**src/core/flash_status_cfg.svh**
```systemverilog
`ifndef FLASH_STATUS_CFG_SVH
`define FLASH_STATUS_CFG_SVH

// Register byte offsets on the bus
`define REG_STATUS       8'h00
`define REG_CONFIG       8'h04
`define REG_CTRL         8'h08
`define REG_IRQ_STATUS   8'h0C
`define REG_IRQ_MASK     8'h10
`define REG_QUERY_NEXT   8'h14
`define REG_QUERY_BASE   8'h40
`define REG_QUERY_TOP    8'hBC

// Status register field positions
`define ST_LOCK_BIT      7
`define ST_PERR_BIT      6
`define ST_EERR_BIT      5
`define ST_BP_HI_BIT     4
`define ST_BP_LO_BIT     2
`define ST_WEL_BIT       1
`define ST_BUSY_BIT      0

// Configuration register layout
`define CFG_PSEL_BIT     3
`define CFG_RESET        8'h00
`define CFG_OTP_MASK     8'h28
`define CFG_RW_MASK      8'hC3

// Reset values of the protect bits
`define BP_VOL_RESET     3'h7
`define BP_NV_RESET      3'h0

// Control register fault-injection bits
`define CTRL_FAIL_PROG   0
`define CTRL_FAIL_ERASE  1

// Interrupt bit positions
`define IRQ_DONE         0
`define IRQ_PERR         1
`define IRQ_EERR         2
`define IRQ_REJECT       3
`define IRQ_WIDTH        4

// Link command codes
`define OP_WRITE_REGS    8'h01
`define OP_PROGRAM       8'h02
`define OP_CLEAR_LATCH   8'h04
`define OP_READ_STATUS   8'h05
`define OP_SET_LATCH     8'h06
`define OP_ERASE         8'hD8

// Query padding parameter
`define PAD_ID           8'hF0
`define PAD_LEN          8'h0F
`define PAD_FILL         8'hFF
`define PARAM_LEN_OFS    8'h01

// Internal operation time
`define OP_TIME_NS       2000
`define CLK_PERIOD_NS    4

`endif

```
**src/core/flash_status_pkg.sv**
```systemverilog
package flash_status_pkg;

	// Status byte, bit 7 down to bit 0
	typedef struct packed {
		logic       lock;
		logic       prog_err;
		logic       erase_err;
		logic [2:0] protect;
		logic       write_enable_latch;
		logic       busy;
	} status_t;

	// One captured link frame
	typedef struct packed {
		logic [7:0] opcode;
		logic [7:0] arg1;
		logic [7:0] arg2;
		logic [1:0] nbytes;
	} cmd_frame_t;

	// Internal operation in progress
	typedef enum logic [1:0] {
		ST_IDLE      = 2'b00,
		ST_WRITE_REG = 2'b01,
		ST_PROGRAM   = 2'b10,
		ST_ERASE     = 2'b11
	} op_state_t;

endpackage : flash_status_pkg

```
**src/core/pin_sync.sv**
```systemverilog
`timescale 1ns/1ps
`default_nettype none

module pin_sync #(
	parameter int         W         = 1,
	parameter logic [7:0] RESET_VAL = 8'h00
) (
	input  wire logic         clk_i, // System clock
	input  wire logic         rst_i, // Synchronous reset
	input  wire logic [W-1:0] d_i,   // Asynchronous pins
	output logic      [W-1:0] q_o    // Filtered levels
);

	logic [W-1:0] s1_q;
	logic [W-1:0] s2_q;
	logic [W-1:0] s3_q;

	generate
		if (W < 1 || W > 8)
		begin : g_chk
			$error("pin_sync width out of range");
		end
	endgenerate

	// Three stages, a change counts when the last two agree
	always_ff @(posedge clk_i)
	begin
		if (rst_i)
		begin
			s1_q <= RESET_VAL[W-1:0];
			s2_q <= RESET_VAL[W-1:0];
			s3_q <= RESET_VAL[W-1:0];
			q_o  <= RESET_VAL[W-1:0];
		end
		else
		begin
			s1_q <= d_i;
			s2_q <= s1_q;
			s3_q <= s2_q;
			for (int i = 0; i < W; i++)
			begin
				if (s2_q[i] == s3_q[i])
					q_o[i] <= s3_q[i];
			end
		end
	end

endmodule : pin_sync

`default_nettype wire

```
**src/core/flash_status_reg.sv**
```systemverilog
// Function
// - Lock plus low protect pin ignores register write
// - Lock clear means writes allowed whatever the protect pin
// - Program error sets read-only volatile flag
// - Erase error sets read-only volatile flag
// - Protect bits volatile or non-volatile per select
// - Protect bits guard sectors from program, erase
// - Latch set allows register write, program, erase
// - Latch clear ignores register write, program, erase
// - Only latch commands change the latch
// - Busy flag high during internal operations
// - Busy clear means ready for commands
// - Padding parameter fills space with fill bytes
// - Length byte gives start of next parameter
// - Storage select bit is one-time set, default zero
//
// The register addresses and the Wishbone slave port were decided locally.
`timescale 1ns/1ps
`default_nettype none
`include "flash_status_cfg.svh"

module flash_status_reg
	import flash_status_pkg::*;
#(
	parameter int SECTORS    = 256,
	parameter int OP_CYCLES  = (`OP_TIME_NS + `CLK_PERIOD_NS - 1) / `CLK_PERIOD_NS
) (
	input  wire logic        clk_i,   // System clock, 250 MHz
	input  wire logic        rst_i,   // Synchronous reset, volatile state
	input  wire logic        por_i,   // Power-on reset, non-volatile state
	input  wire logic        cyc_i,   // Wishbone cycle
	input  wire logic        stb_i,   // Wishbone strobe
	input  wire logic        we_i,    // Wishbone write
	input  wire logic [7:0]  adr_i,   // Wishbone byte address
	input  wire logic [31:0] dat_i,   // Wishbone write data
	input  wire logic [3:0]  sel_i,   // Wishbone byte lanes
	output logic      [31:0] dat_o,   // Wishbone read data
	output logic             ack_o,   // Wishbone acknowledge
	input  wire logic        sck_i,   // Link clock pin
	input  wire logic        cs_n_i,  // Link select, active low
	input  wire logic        mosi_i,  // Link data in
	input  wire logic        wp_n_i,  // Write-protect pin, active low
	output logic             miso_o,  // Link data out
	output logic             irq_o    // Level interrupt
);

	localparam int SW = $clog2(SECTORS);

	generate
		if (SECTORS < 128 || SECTORS > 256 || (1 << SW) != SECTORS)
		begin : g_chk_sect
			$error("SECTORS must be 128 or 256");
		end
		if (OP_CYCLES < 1 || OP_CYCLES > 65535)
		begin : g_chk_cyc
			$error("OP_CYCLES out of range");
		end
	endgenerate

	// Sector falls inside the range chosen by the protect bits
	function automatic logic sector_locked(input logic [SW-1:0] sec, input logic [2:0] bp);
		logic [SW:0] full;
		logic [SW:0] span;
		full = {1'b1, {SW{1'b0}}};
		span = full >> (3'h7 - bp);
		sector_locked = (bp != 3'h0) && ({1'b0, sec} >= (full - span));
	endfunction : sector_locked

	// Byte of the padding parameter at a relative offset
	function automatic logic [7:0] query_byte(input logic [7:0] idx);
		if (idx == 8'h00)
			query_byte = `PAD_ID;
		else if (idx == `PARAM_LEN_OFS)
			query_byte = `PAD_LEN;
		else if (idx <= `PARAM_LEN_OFS + `PAD_LEN)
			query_byte = `PAD_FILL;
		else
			query_byte = 8'h00;
	endfunction : query_byte

	// Synchronised pins
	logic [3:0] pins_s;
	logic       sck_s;
	logic       cs_act;
	logic       mosi_s;
	logic       wp_s;

	pin_sync #(
		.W         (4),
		.RESET_VAL (8'h0A)
	) u_sync (
		.clk_i (clk_i),
		.rst_i (rst_i),
		.d_i   ({wp_n_i, mosi_i, cs_n_i, sck_i}),
		.q_o   (pins_s)
	);

	assign sck_s  = pins_s[0];
	assign cs_act = ~pins_s[1];
	assign mosi_s = pins_s[2];
	assign wp_s   = pins_s[3];

	// Link state
	logic       sck_prev_q;
	logic       cs_prev_q;
	logic [2:0] bit_cnt_q;
	logic [7:0] shift_in_q;
	logic [7:0] shift_out_q;
	cmd_frame_t frame_q;
	logic       sck_rise;
	logic       sck_fall;
	logic       frame_start;
	logic       frame_end;

	// Register state
	logic       lock_q;
	logic       perr_q;
	logic       eerr_q;
	logic [2:0] bp_vol_q;
	logic [2:0] bp_nv_q;
	logic       wel_q;
	logic [7:0] cfg_q;
	logic [7:0] ctrl_q;
	logic [`IRQ_WIDTH-1:0] irq_sts_q;
	logic [`IRQ_WIDTH-1:0] irq_mask_q;
	op_state_t  state_q;
	logic [15:0] cnt_q;
	status_t    status;
	logic [2:0] bp_eff;

	// Command decisions
	logic       idle;
	logic       do_set;
	logic       do_clr;
	logic       wr_req;
	logic       wr_locked;
	logic       do_wrr;
	logic       pe_cmd;
	logic       pe_req;
	logic       pe_hit;
	logic       do_pe;
	logic       reject;
	logic       op_done;
	logic       prog_fail;
	logic       erase_fail;
	logic [7:0] cfg_new;

	// Bus decisions
	logic        bus_req;
	logic        bus_wr;
	logic [7:0]  rd_byte;
	logic [`IRQ_WIDTH-1:0] irq_ev;
	logic [`IRQ_WIDTH-1:0] irq_clr;

	// Link clock and select edges
	assign sck_rise    = cs_act & sck_s & ~sck_prev_q;
	assign sck_fall    = cs_act & ~sck_s & sck_prev_q;
	assign frame_start = cs_act & ~cs_prev_q;
	assign frame_end   = ~cs_act & cs_prev_q;

	always_ff @(posedge clk_i)
	begin
		if (rst_i)
		begin
			sck_prev_q <= 1'b0;
			cs_prev_q  <= 1'b0;
		end
		else
		begin
			sck_prev_q <= sck_s;
			cs_prev_q  <= cs_act;
		end
	end

	// Shift in on rising link edges, capture up to three bytes
	always_ff @(posedge clk_i)
	begin
		if (rst_i || frame_start)
		begin
			bit_cnt_q  <= 3'h0;
			shift_in_q <= 8'h00;
			frame_q    <= '0;
		end
		else if (sck_rise)
		begin
			shift_in_q <= {shift_in_q[6:0], mosi_s};
			bit_cnt_q  <= bit_cnt_q + 3'h1;
			if (bit_cnt_q == 3'h7)
			begin
				if (frame_q.nbytes == 2'h0)
					frame_q.opcode <= {shift_in_q[6:0], mosi_s};
				else if (frame_q.nbytes == 2'h1)
					frame_q.arg1 <= {shift_in_q[6:0], mosi_s};
				else if (frame_q.nbytes == 2'h2)
					frame_q.arg2 <= {shift_in_q[6:0], mosi_s};
				if (frame_q.nbytes != 2'h3)
					frame_q.nbytes <= frame_q.nbytes + 2'h1;
			end
		end
	end

	// Status byte out on falling link edges, reloaded every byte
	always_ff @(posedge clk_i)
	begin
		if (rst_i || frame_start)
		begin
			shift_out_q <= 8'h00;
			miso_o      <= 1'b0;
		end
		else if (sck_fall)
		begin
			if (bit_cnt_q == 3'h0 && frame_q.nbytes != 2'h0
				&& frame_q.opcode == `OP_READ_STATUS)
			begin
				miso_o      <= status[7];
				shift_out_q <= {status[6:0], 1'b0};
			end
			else
			begin
				miso_o      <= shift_out_q[7];
				shift_out_q <= {shift_out_q[6:0], 1'b0};
			end
		end
	end

	// Live status byte
	always_comb
	begin
		bp_eff           = cfg_q[`CFG_PSEL_BIT] ? bp_vol_q : bp_nv_q;
		status.lock      = lock_q;
		status.prog_err  = perr_q;
		status.erase_err = eerr_q;
		status.protect   = bp_eff;
		status.write_enable_latch       = wel_q;
		status.busy      = (state_q != ST_IDLE);
	end

	// Commands act at frame end, only when idle
	assign idle      = (state_q == ST_IDLE);
	assign do_set    = frame_end & idle & (frame_q.opcode == `OP_SET_LATCH);
	assign do_clr    = frame_end & idle & (frame_q.opcode == `OP_CLEAR_LATCH);
	assign wr_req    = frame_end & idle & (frame_q.opcode == `OP_WRITE_REGS)
	                   & (frame_q.nbytes >= 2'h2);
	assign wr_locked = lock_q & ~wp_s;
	assign do_wrr    = wr_req & wel_q & ~wr_locked;
	assign pe_cmd    = frame_end & idle & (frame_q.nbytes >= 2'h2)
	                   & ((frame_q.opcode == `OP_PROGRAM) | (frame_q.opcode == `OP_ERASE));
	assign pe_req    = pe_cmd & wel_q;
	assign pe_hit    = pe_req & sector_locked(frame_q.arg1[SW-1:0], bp_eff);
	assign do_pe     = pe_req & ~pe_hit;
	assign reject    = (wr_req & ~do_wrr) | (pe_cmd & ~do_pe);
	assign op_done   = ~idle & (cnt_q == 16'h0000);
	assign prog_fail = (pe_hit & (frame_q.opcode == `OP_PROGRAM))
	                   | (op_done & (state_q == ST_PROGRAM) & ctrl_q[`CTRL_FAIL_PROG]);
	assign erase_fail = (pe_hit & (frame_q.opcode == `OP_ERASE))
	                   | (op_done & (state_q == ST_ERASE) & ctrl_q[`CTRL_FAIL_ERASE]);

	// New configuration: one-time bits only set, reserved bits stay zero
	assign cfg_new = (frame_q.arg2 & `CFG_RW_MASK)
	                 | ((cfg_q | frame_q.arg2) & `CFG_OTP_MASK);

	// Internal operation timer
	always_ff @(posedge clk_i)
	begin
		if (rst_i)
		begin
			state_q <= ST_IDLE;
			cnt_q   <= 16'h0000;
		end
		else
		begin
			case (state_q)
				ST_IDLE:
				begin
					cnt_q <= 16'(OP_CYCLES - 1);
					if (do_wrr)
						state_q <= ST_WRITE_REG;
					else if (do_pe && frame_q.opcode == `OP_PROGRAM)
						state_q <= ST_PROGRAM;
					else if (do_pe)
						state_q <= ST_ERASE;
				end
				default:
				begin
					if (op_done)
						state_q <= ST_IDLE;
					else
						cnt_q <= cnt_q - 16'h0001;
				end
			endcase
		end
	end

	// Write-enable latch, touched only by its two commands
	always_ff @(posedge clk_i)
	begin
		if (rst_i)
			wel_q <= 1'b0;
		else if (do_set)
			wel_q <= 1'b1;
		else if (do_clr)
			wel_q <= 1'b0;
	end

	// Error flags, sticky until the synchronous reset rst_i
	always_ff @(posedge clk_i)
	begin
		if (rst_i)
		begin
			perr_q <= 1'b0;
			eerr_q <= 1'b0;
		end
		else
		begin
			if (prog_fail)
				perr_q <= 1'b1;
			if (erase_fail)
				eerr_q <= 1'b1;
		end
	end

	// Volatile protect copy, all set after reset
	always_ff @(posedge clk_i)
	begin
		if (rst_i)
			bp_vol_q <= `BP_VOL_RESET;
		else if (do_wrr && cfg_q[`CFG_PSEL_BIT])
			bp_vol_q <= frame_q.arg1[`ST_BP_HI_BIT:`ST_BP_LO_BIT];
	end

	// Non-volatile lock, protect bits and configuration
	always_ff @(posedge clk_i)
	begin
		if (por_i)
		begin
			lock_q  <= 1'b0;
			bp_nv_q <= `BP_NV_RESET;
			cfg_q   <= `CFG_RESET;
		end
		else if (do_wrr)
		begin
			lock_q <= frame_q.arg1[`ST_LOCK_BIT];
			if (!cfg_q[`CFG_PSEL_BIT])
				bp_nv_q <= frame_q.arg1[`ST_BP_HI_BIT:`ST_BP_LO_BIT];
			if (frame_q.nbytes == 2'h3)
				cfg_q <= cfg_new;
		end
	end

	// Wishbone request and read mux
	assign bus_req = cyc_i & stb_i & ~ack_o;
	assign bus_wr  = bus_req & we_i & sel_i[0];

	always_comb
	begin
		rd_byte = 8'h00;
		if (adr_i == `REG_STATUS)
			rd_byte = status;
		else if (adr_i == `REG_CONFIG)
			rd_byte = cfg_q;
		else if (adr_i == `REG_CTRL)
			rd_byte = ctrl_q;
		else if (adr_i == `REG_IRQ_STATUS)
			rd_byte = {{(8 - `IRQ_WIDTH){1'b0}}, irq_sts_q};
		else if (adr_i == `REG_IRQ_MASK)
			rd_byte = {{(8 - `IRQ_WIDTH){1'b0}}, irq_mask_q};
		else if (adr_i == `REG_QUERY_NEXT)
			rd_byte = `PARAM_LEN_OFS + `PAD_LEN + 8'h01;
		else if (adr_i >= `REG_QUERY_BASE && adr_i <= `REG_QUERY_TOP)
			rd_byte = query_byte({2'b00, adr_i[7:2] - 6'(`REG_QUERY_BASE >> 2)});
	end

	// Acknowledge one cycle after the request, then drop
	always_ff @(posedge clk_i)
	begin
		if (rst_i)
		begin
			ack_o <= 1'b0;
			dat_o <= 32'h0000_0000;
		end
		else
		begin
			ack_o <= bus_req;
			if (bus_req)
				dat_o <= {24'h00_0000, rd_byte};
		end
	end

	// Software control and mask registers
	always_ff @(posedge clk_i)
	begin
		if (rst_i)
		begin
			ctrl_q     <= 8'h00;
			irq_mask_q <= '0;
		end
		else if (bus_wr)
		begin
			if (adr_i == `REG_CTRL)
				ctrl_q <= dat_i[7:0] & 8'h03;
			else if (adr_i == `REG_IRQ_MASK)
				irq_mask_q <= dat_i[`IRQ_WIDTH-1:0];
		end
	end

	// Sticky events, set wins over write-one-to-clear
	assign irq_ev[`IRQ_DONE]   = op_done;
	assign irq_ev[`IRQ_PERR]   = prog_fail;
	assign irq_ev[`IRQ_EERR]   = erase_fail;
	assign irq_ev[`IRQ_REJECT] = reject;
	assign irq_clr = (bus_wr && adr_i == `REG_IRQ_STATUS) ? dat_i[`IRQ_WIDTH-1:0] : '0;

	always_ff @(posedge clk_i)
	begin
		if (rst_i)
			irq_sts_q <= '0;
		else
			irq_sts_q <= (irq_sts_q & ~irq_clr) | irq_ev;
	end

	// Interrupt level from unmasked status
	always_ff @(posedge clk_i)
	begin
		if (rst_i)
			irq_o <= 1'b0;
		else
			irq_o <= |(irq_sts_q & irq_mask_q);
	end

endmodule : flash_status_reg

`default_nettype wire

```
**config.mk**
```make
export PLATFORM = sky130hd
export DESIGN_NAME = flash_status_reg
export DESIGN_NICKNAME = d
export VERILOG_FILES = /design/src/core/flash_status_pkg.sv /design/src/core/pin_sync.sv /design/src/core/flash_status_reg.sv
export VERILOG_INCLUDE_DIRS = /design/src /design/src/core
export SDC_FILE = /design/constraint.sdc
export NUM_CORES = 1
export LEC_CHECK = 0
export BUFFER_PORTS_ARGS = -buffer_cell sky130_fd_sc_hd__buf_4
export CORE_MARGIN = 2
export CORE_UTILIZATION = 51
export CTS_BUF_LIST = sky130_fd_sc_hd__clkbuf_4 sky130_fd_sc_hd__clkbuf_8 sky130_fd_sc_hd__clkbuf_16
export CTS_CLUSTER_SIZE = 10
export DETAILED_ROUTE_END_ITERATION = 12
export PLACE_DENSITY = 0.76
export RECOVER_POWER = 25
export SYNTH_ARGS = -nofsm -noshare
export SYNTH_HDL_FRONTEND = slang
export SYNTH_HIERARCHICAL = 1
export SYNTH_SLANG_ARGS = --single-unit
```
**constraint.sdc**
```tcl
create_clock -name clk_i -period 2.3 [get_ports clk_i]
set_input_delay 0.345 -clock clk_i [delete_from_list [all_inputs] [get_ports clk_i]]
set_output_delay 0.345 -clock clk_i [all_outputs]
set_load 0.02 [all_outputs]
```
==> out/qor.csv <==
metric,value,unit
run status,finished with violations,
failing checks,negative setup slack,
DP Area,5780,sq um
WP data arrival,2.74,ns
worst hold slack,0.0129,ns
CTS H-tree lvls,4,
period utilization,102,%
Die W,106,microns
Final Slew Violations,0,
Die Ht,106,microns
# rows,37,
CTS Sinks,113,
Crit Path Max Fanout,5,
final hold vios,0,
Synth cell types,63,
Critical Path Sink Type,flip-flop,
Critical Path Source Type,flip-flop,
predominant post-synthesis flop cell,dfxtp_1,
static leakage,2.69,nW
largest cells by area after synthesis,"dfxtp_1 42%, mux2i_1 9.4%, nor2_1 6.1%",
multiplexer area fraction after synthesis,9.38,%
Syn Inst Count,597,
power density over the cells,680,nW/um^2
post-synth top area share,42.4,%
DRC errors left,0,
Critical Path RT,2.69,ns
synth warn,6,
area of the mapped netlist,5330,sq um
total I/O pin count,89,
area grow syn2layout,23.5,%
DIE AREA,11300,sq um
max_slew headroom,20.6,%
final global-route overflow total,0,
largest net degree at the start of global routing,35,
RSZ-0062 raised after global routing,yes,
"Avg Cell Area, Syn",8.93,sq um
fin nets,732,
via count,4571,
CTS Buffer Depth,2,
antenna violations before repair,0,
post-layout min period,2.34,ns
clk root buf,clkbuf_8,
largest family of logic cells by synthesized area,simple AND/OR/NAND/NOR gates,
Clock Skew,0.00831,ns
post-DR wirelength/cell,15.7,microns
fin util,64.4,%
diode count,0,
drt total wl,12.8,mm
cell accounting for the most synthesized area,dfxtp_1,
clk_lat worst skew,0.51,ns
total CTS buffers,17,
Top Metal Used,met4,
total power,4.48,mW
RePlAce Congestion,0.867,
worst vdd ir,0.000364,V
crit path kind,flip-flop to flip-flop,
TritonCTS clock tree,done,
commonest cells in the synthesized netlist,"113 x dfxtp_1, 87 x nor2_1, 50 x mux2i_1",
pre-CTS setup slack,-0.220,ns
final worst setup slack,-0.0434,ns
Tot GR Track Use,22.7,%
Post-Synth XOR/XNOR Area,2.30,%
clock slew at reported path FFs,0.05,ns
Antenna Nets Post-Route,0,
max cap viols,0,
Core ar.,10200,sq um
Synth Area in Compound Gates,11.2,%
dpl hpwl,8.38,mm
Port-buffer cells,33,
worst hold path type,input pin to flip-flop,
Simple-Gate Fraction of Synth Area,24.4,%
pin slew with the least headroom to its limit,1.19,ns
first-pass GRT wire length,20.3,mm
"Seq/Total Area, Yosys",42.4,%
met3 wire length,766,microns
DR vias/cell,5.63,
"count leader, synth",dfxtp_1,
DR pass1 iterations,4,
Adder-Cell Fraction of Synth Area,3.52,%
number of global-route vias before repair,4305,
layout cells sized above 1,21.6,%
Final setup viols,8,
Met1 Wirelength,5.27,mm
async set or reset register ratio after synthesis,0,%
"EDFF count, synth",0,
Seq cells post-synth,113,
fmax,0.427,GHz
Starting DRT DRC Count,268,
Initial Util,52.1,%
routed wl met2,6.22,mm
# fillers,790,
Final Instance Area,6590,sq um
[routing by layer]
metal  global-route usage [%]  vias up
met5                        0        -
met2                     37.3      181
met4                     11.7        0
li1                         -     2206
met3                     5.58       44
met1                     27.6     2140
[layout make-up]
cell class / instances / area, sq um / share of cell area, %
Clock inverter: 13 / 90.1 / 1.37
Sequential cell: 113 / 2270 / 34.4
Tap cell: 136 / 170 / 2.58
Clock buffer: 19 / 435 / 6.61
Multi-Input combinational cell: 442 / 3030 / 46.0
Timing Repair Buffer: 75 / 541 / 8.20
Inverter: 14 / 52.6 / 0.798
[layout by cell type (no fill, tap or decap), drive strengths merged, types with 15 or more instances in the layout]
master | synthesis | final
dfxtp | 113 | 113
nor2 | 87 | 87
buf | 32 | 63
mux2i | 50 | 50
a21oi | 44 | 44
nand2 | 32 | 32
clkbuf | 19 | 30
conb | 1 | 24
nand3 | 24 | 24
inv | 14 | 15
ha | 15 | 15
[worst max-delay path: stages, from the launching register on]
cell     delay [ns]
dfxtp_2        0.31
or4_4          0.54
or4b_4         0.61
or4_4          0.60
nand2_1        0.10
a21oi_1        0.07
[power breakdown]
part | internal (mW) | switching [mW] | leakage, nW
Sequential | 1.98 | 0.0126 | 0.918
Combinational | 0.0735 | 0.139 | 1.52
Clock | 1.36 | 0.917 | 0.253
[what timing repair did]
item,4_1_cts,5_1_grt
pin swaps,5,12
setup buffers,4,7
endpoints found under the setup margin,10,19
resized for setup,14,32
hold buffers,1,0
hold endpoints to repair,1,0
[through the flow]
step	TNS, ns	instances
floorplan	0	620
global placement	-0.192	769
detailed placement	-1.25	769
CTS	0	806
global route	-1.00	812
finish	-0.197	812
[sequential cells by signal, indices dropped and copies added (netlist names), 4 cells and up]
name,cells
u_sync/s3_q,4
cfg_q,6
u_sync/s1_q,4
frame_q,23
u_sync/q_o,4
irq_sts_q,4
dat_o,8
u_sync/s2_q,4
shift_out_q,7
cnt_q,16
shift_in_q,7
irq_mask_q,4
[path summary, 6_finish.rpt]
check,from,end,slack [ns],cells past startpoint
worst max-delay path,frame_q[22],cfg_q[7],-0.04,5
worst min-delay path,wp_n_i,u_sync/s1_q[3],0.01,2
worst max register to register,frame_q[22],cfg_q[7],-0.04,5
worst min register to register,u_sync/s1_q[3],u_sync/s2_q[3],0.41,1
[logic make-up (layout without fill, tap and decap cells)]
logic type               after synthesis  count (layout)
AND/OR/NAND/NOR                      242             242
flip-flops                           113             113
AO/OA/AOI/OAI                         97              97
buffers and inverters                 65             121
multiplexers                          50              50
adder cells (fa/ha/maj)               15              15
XOR/XNOR                              14              14
other                                  1              24
No activity file was read; power rests on OpenSTA's default activity.
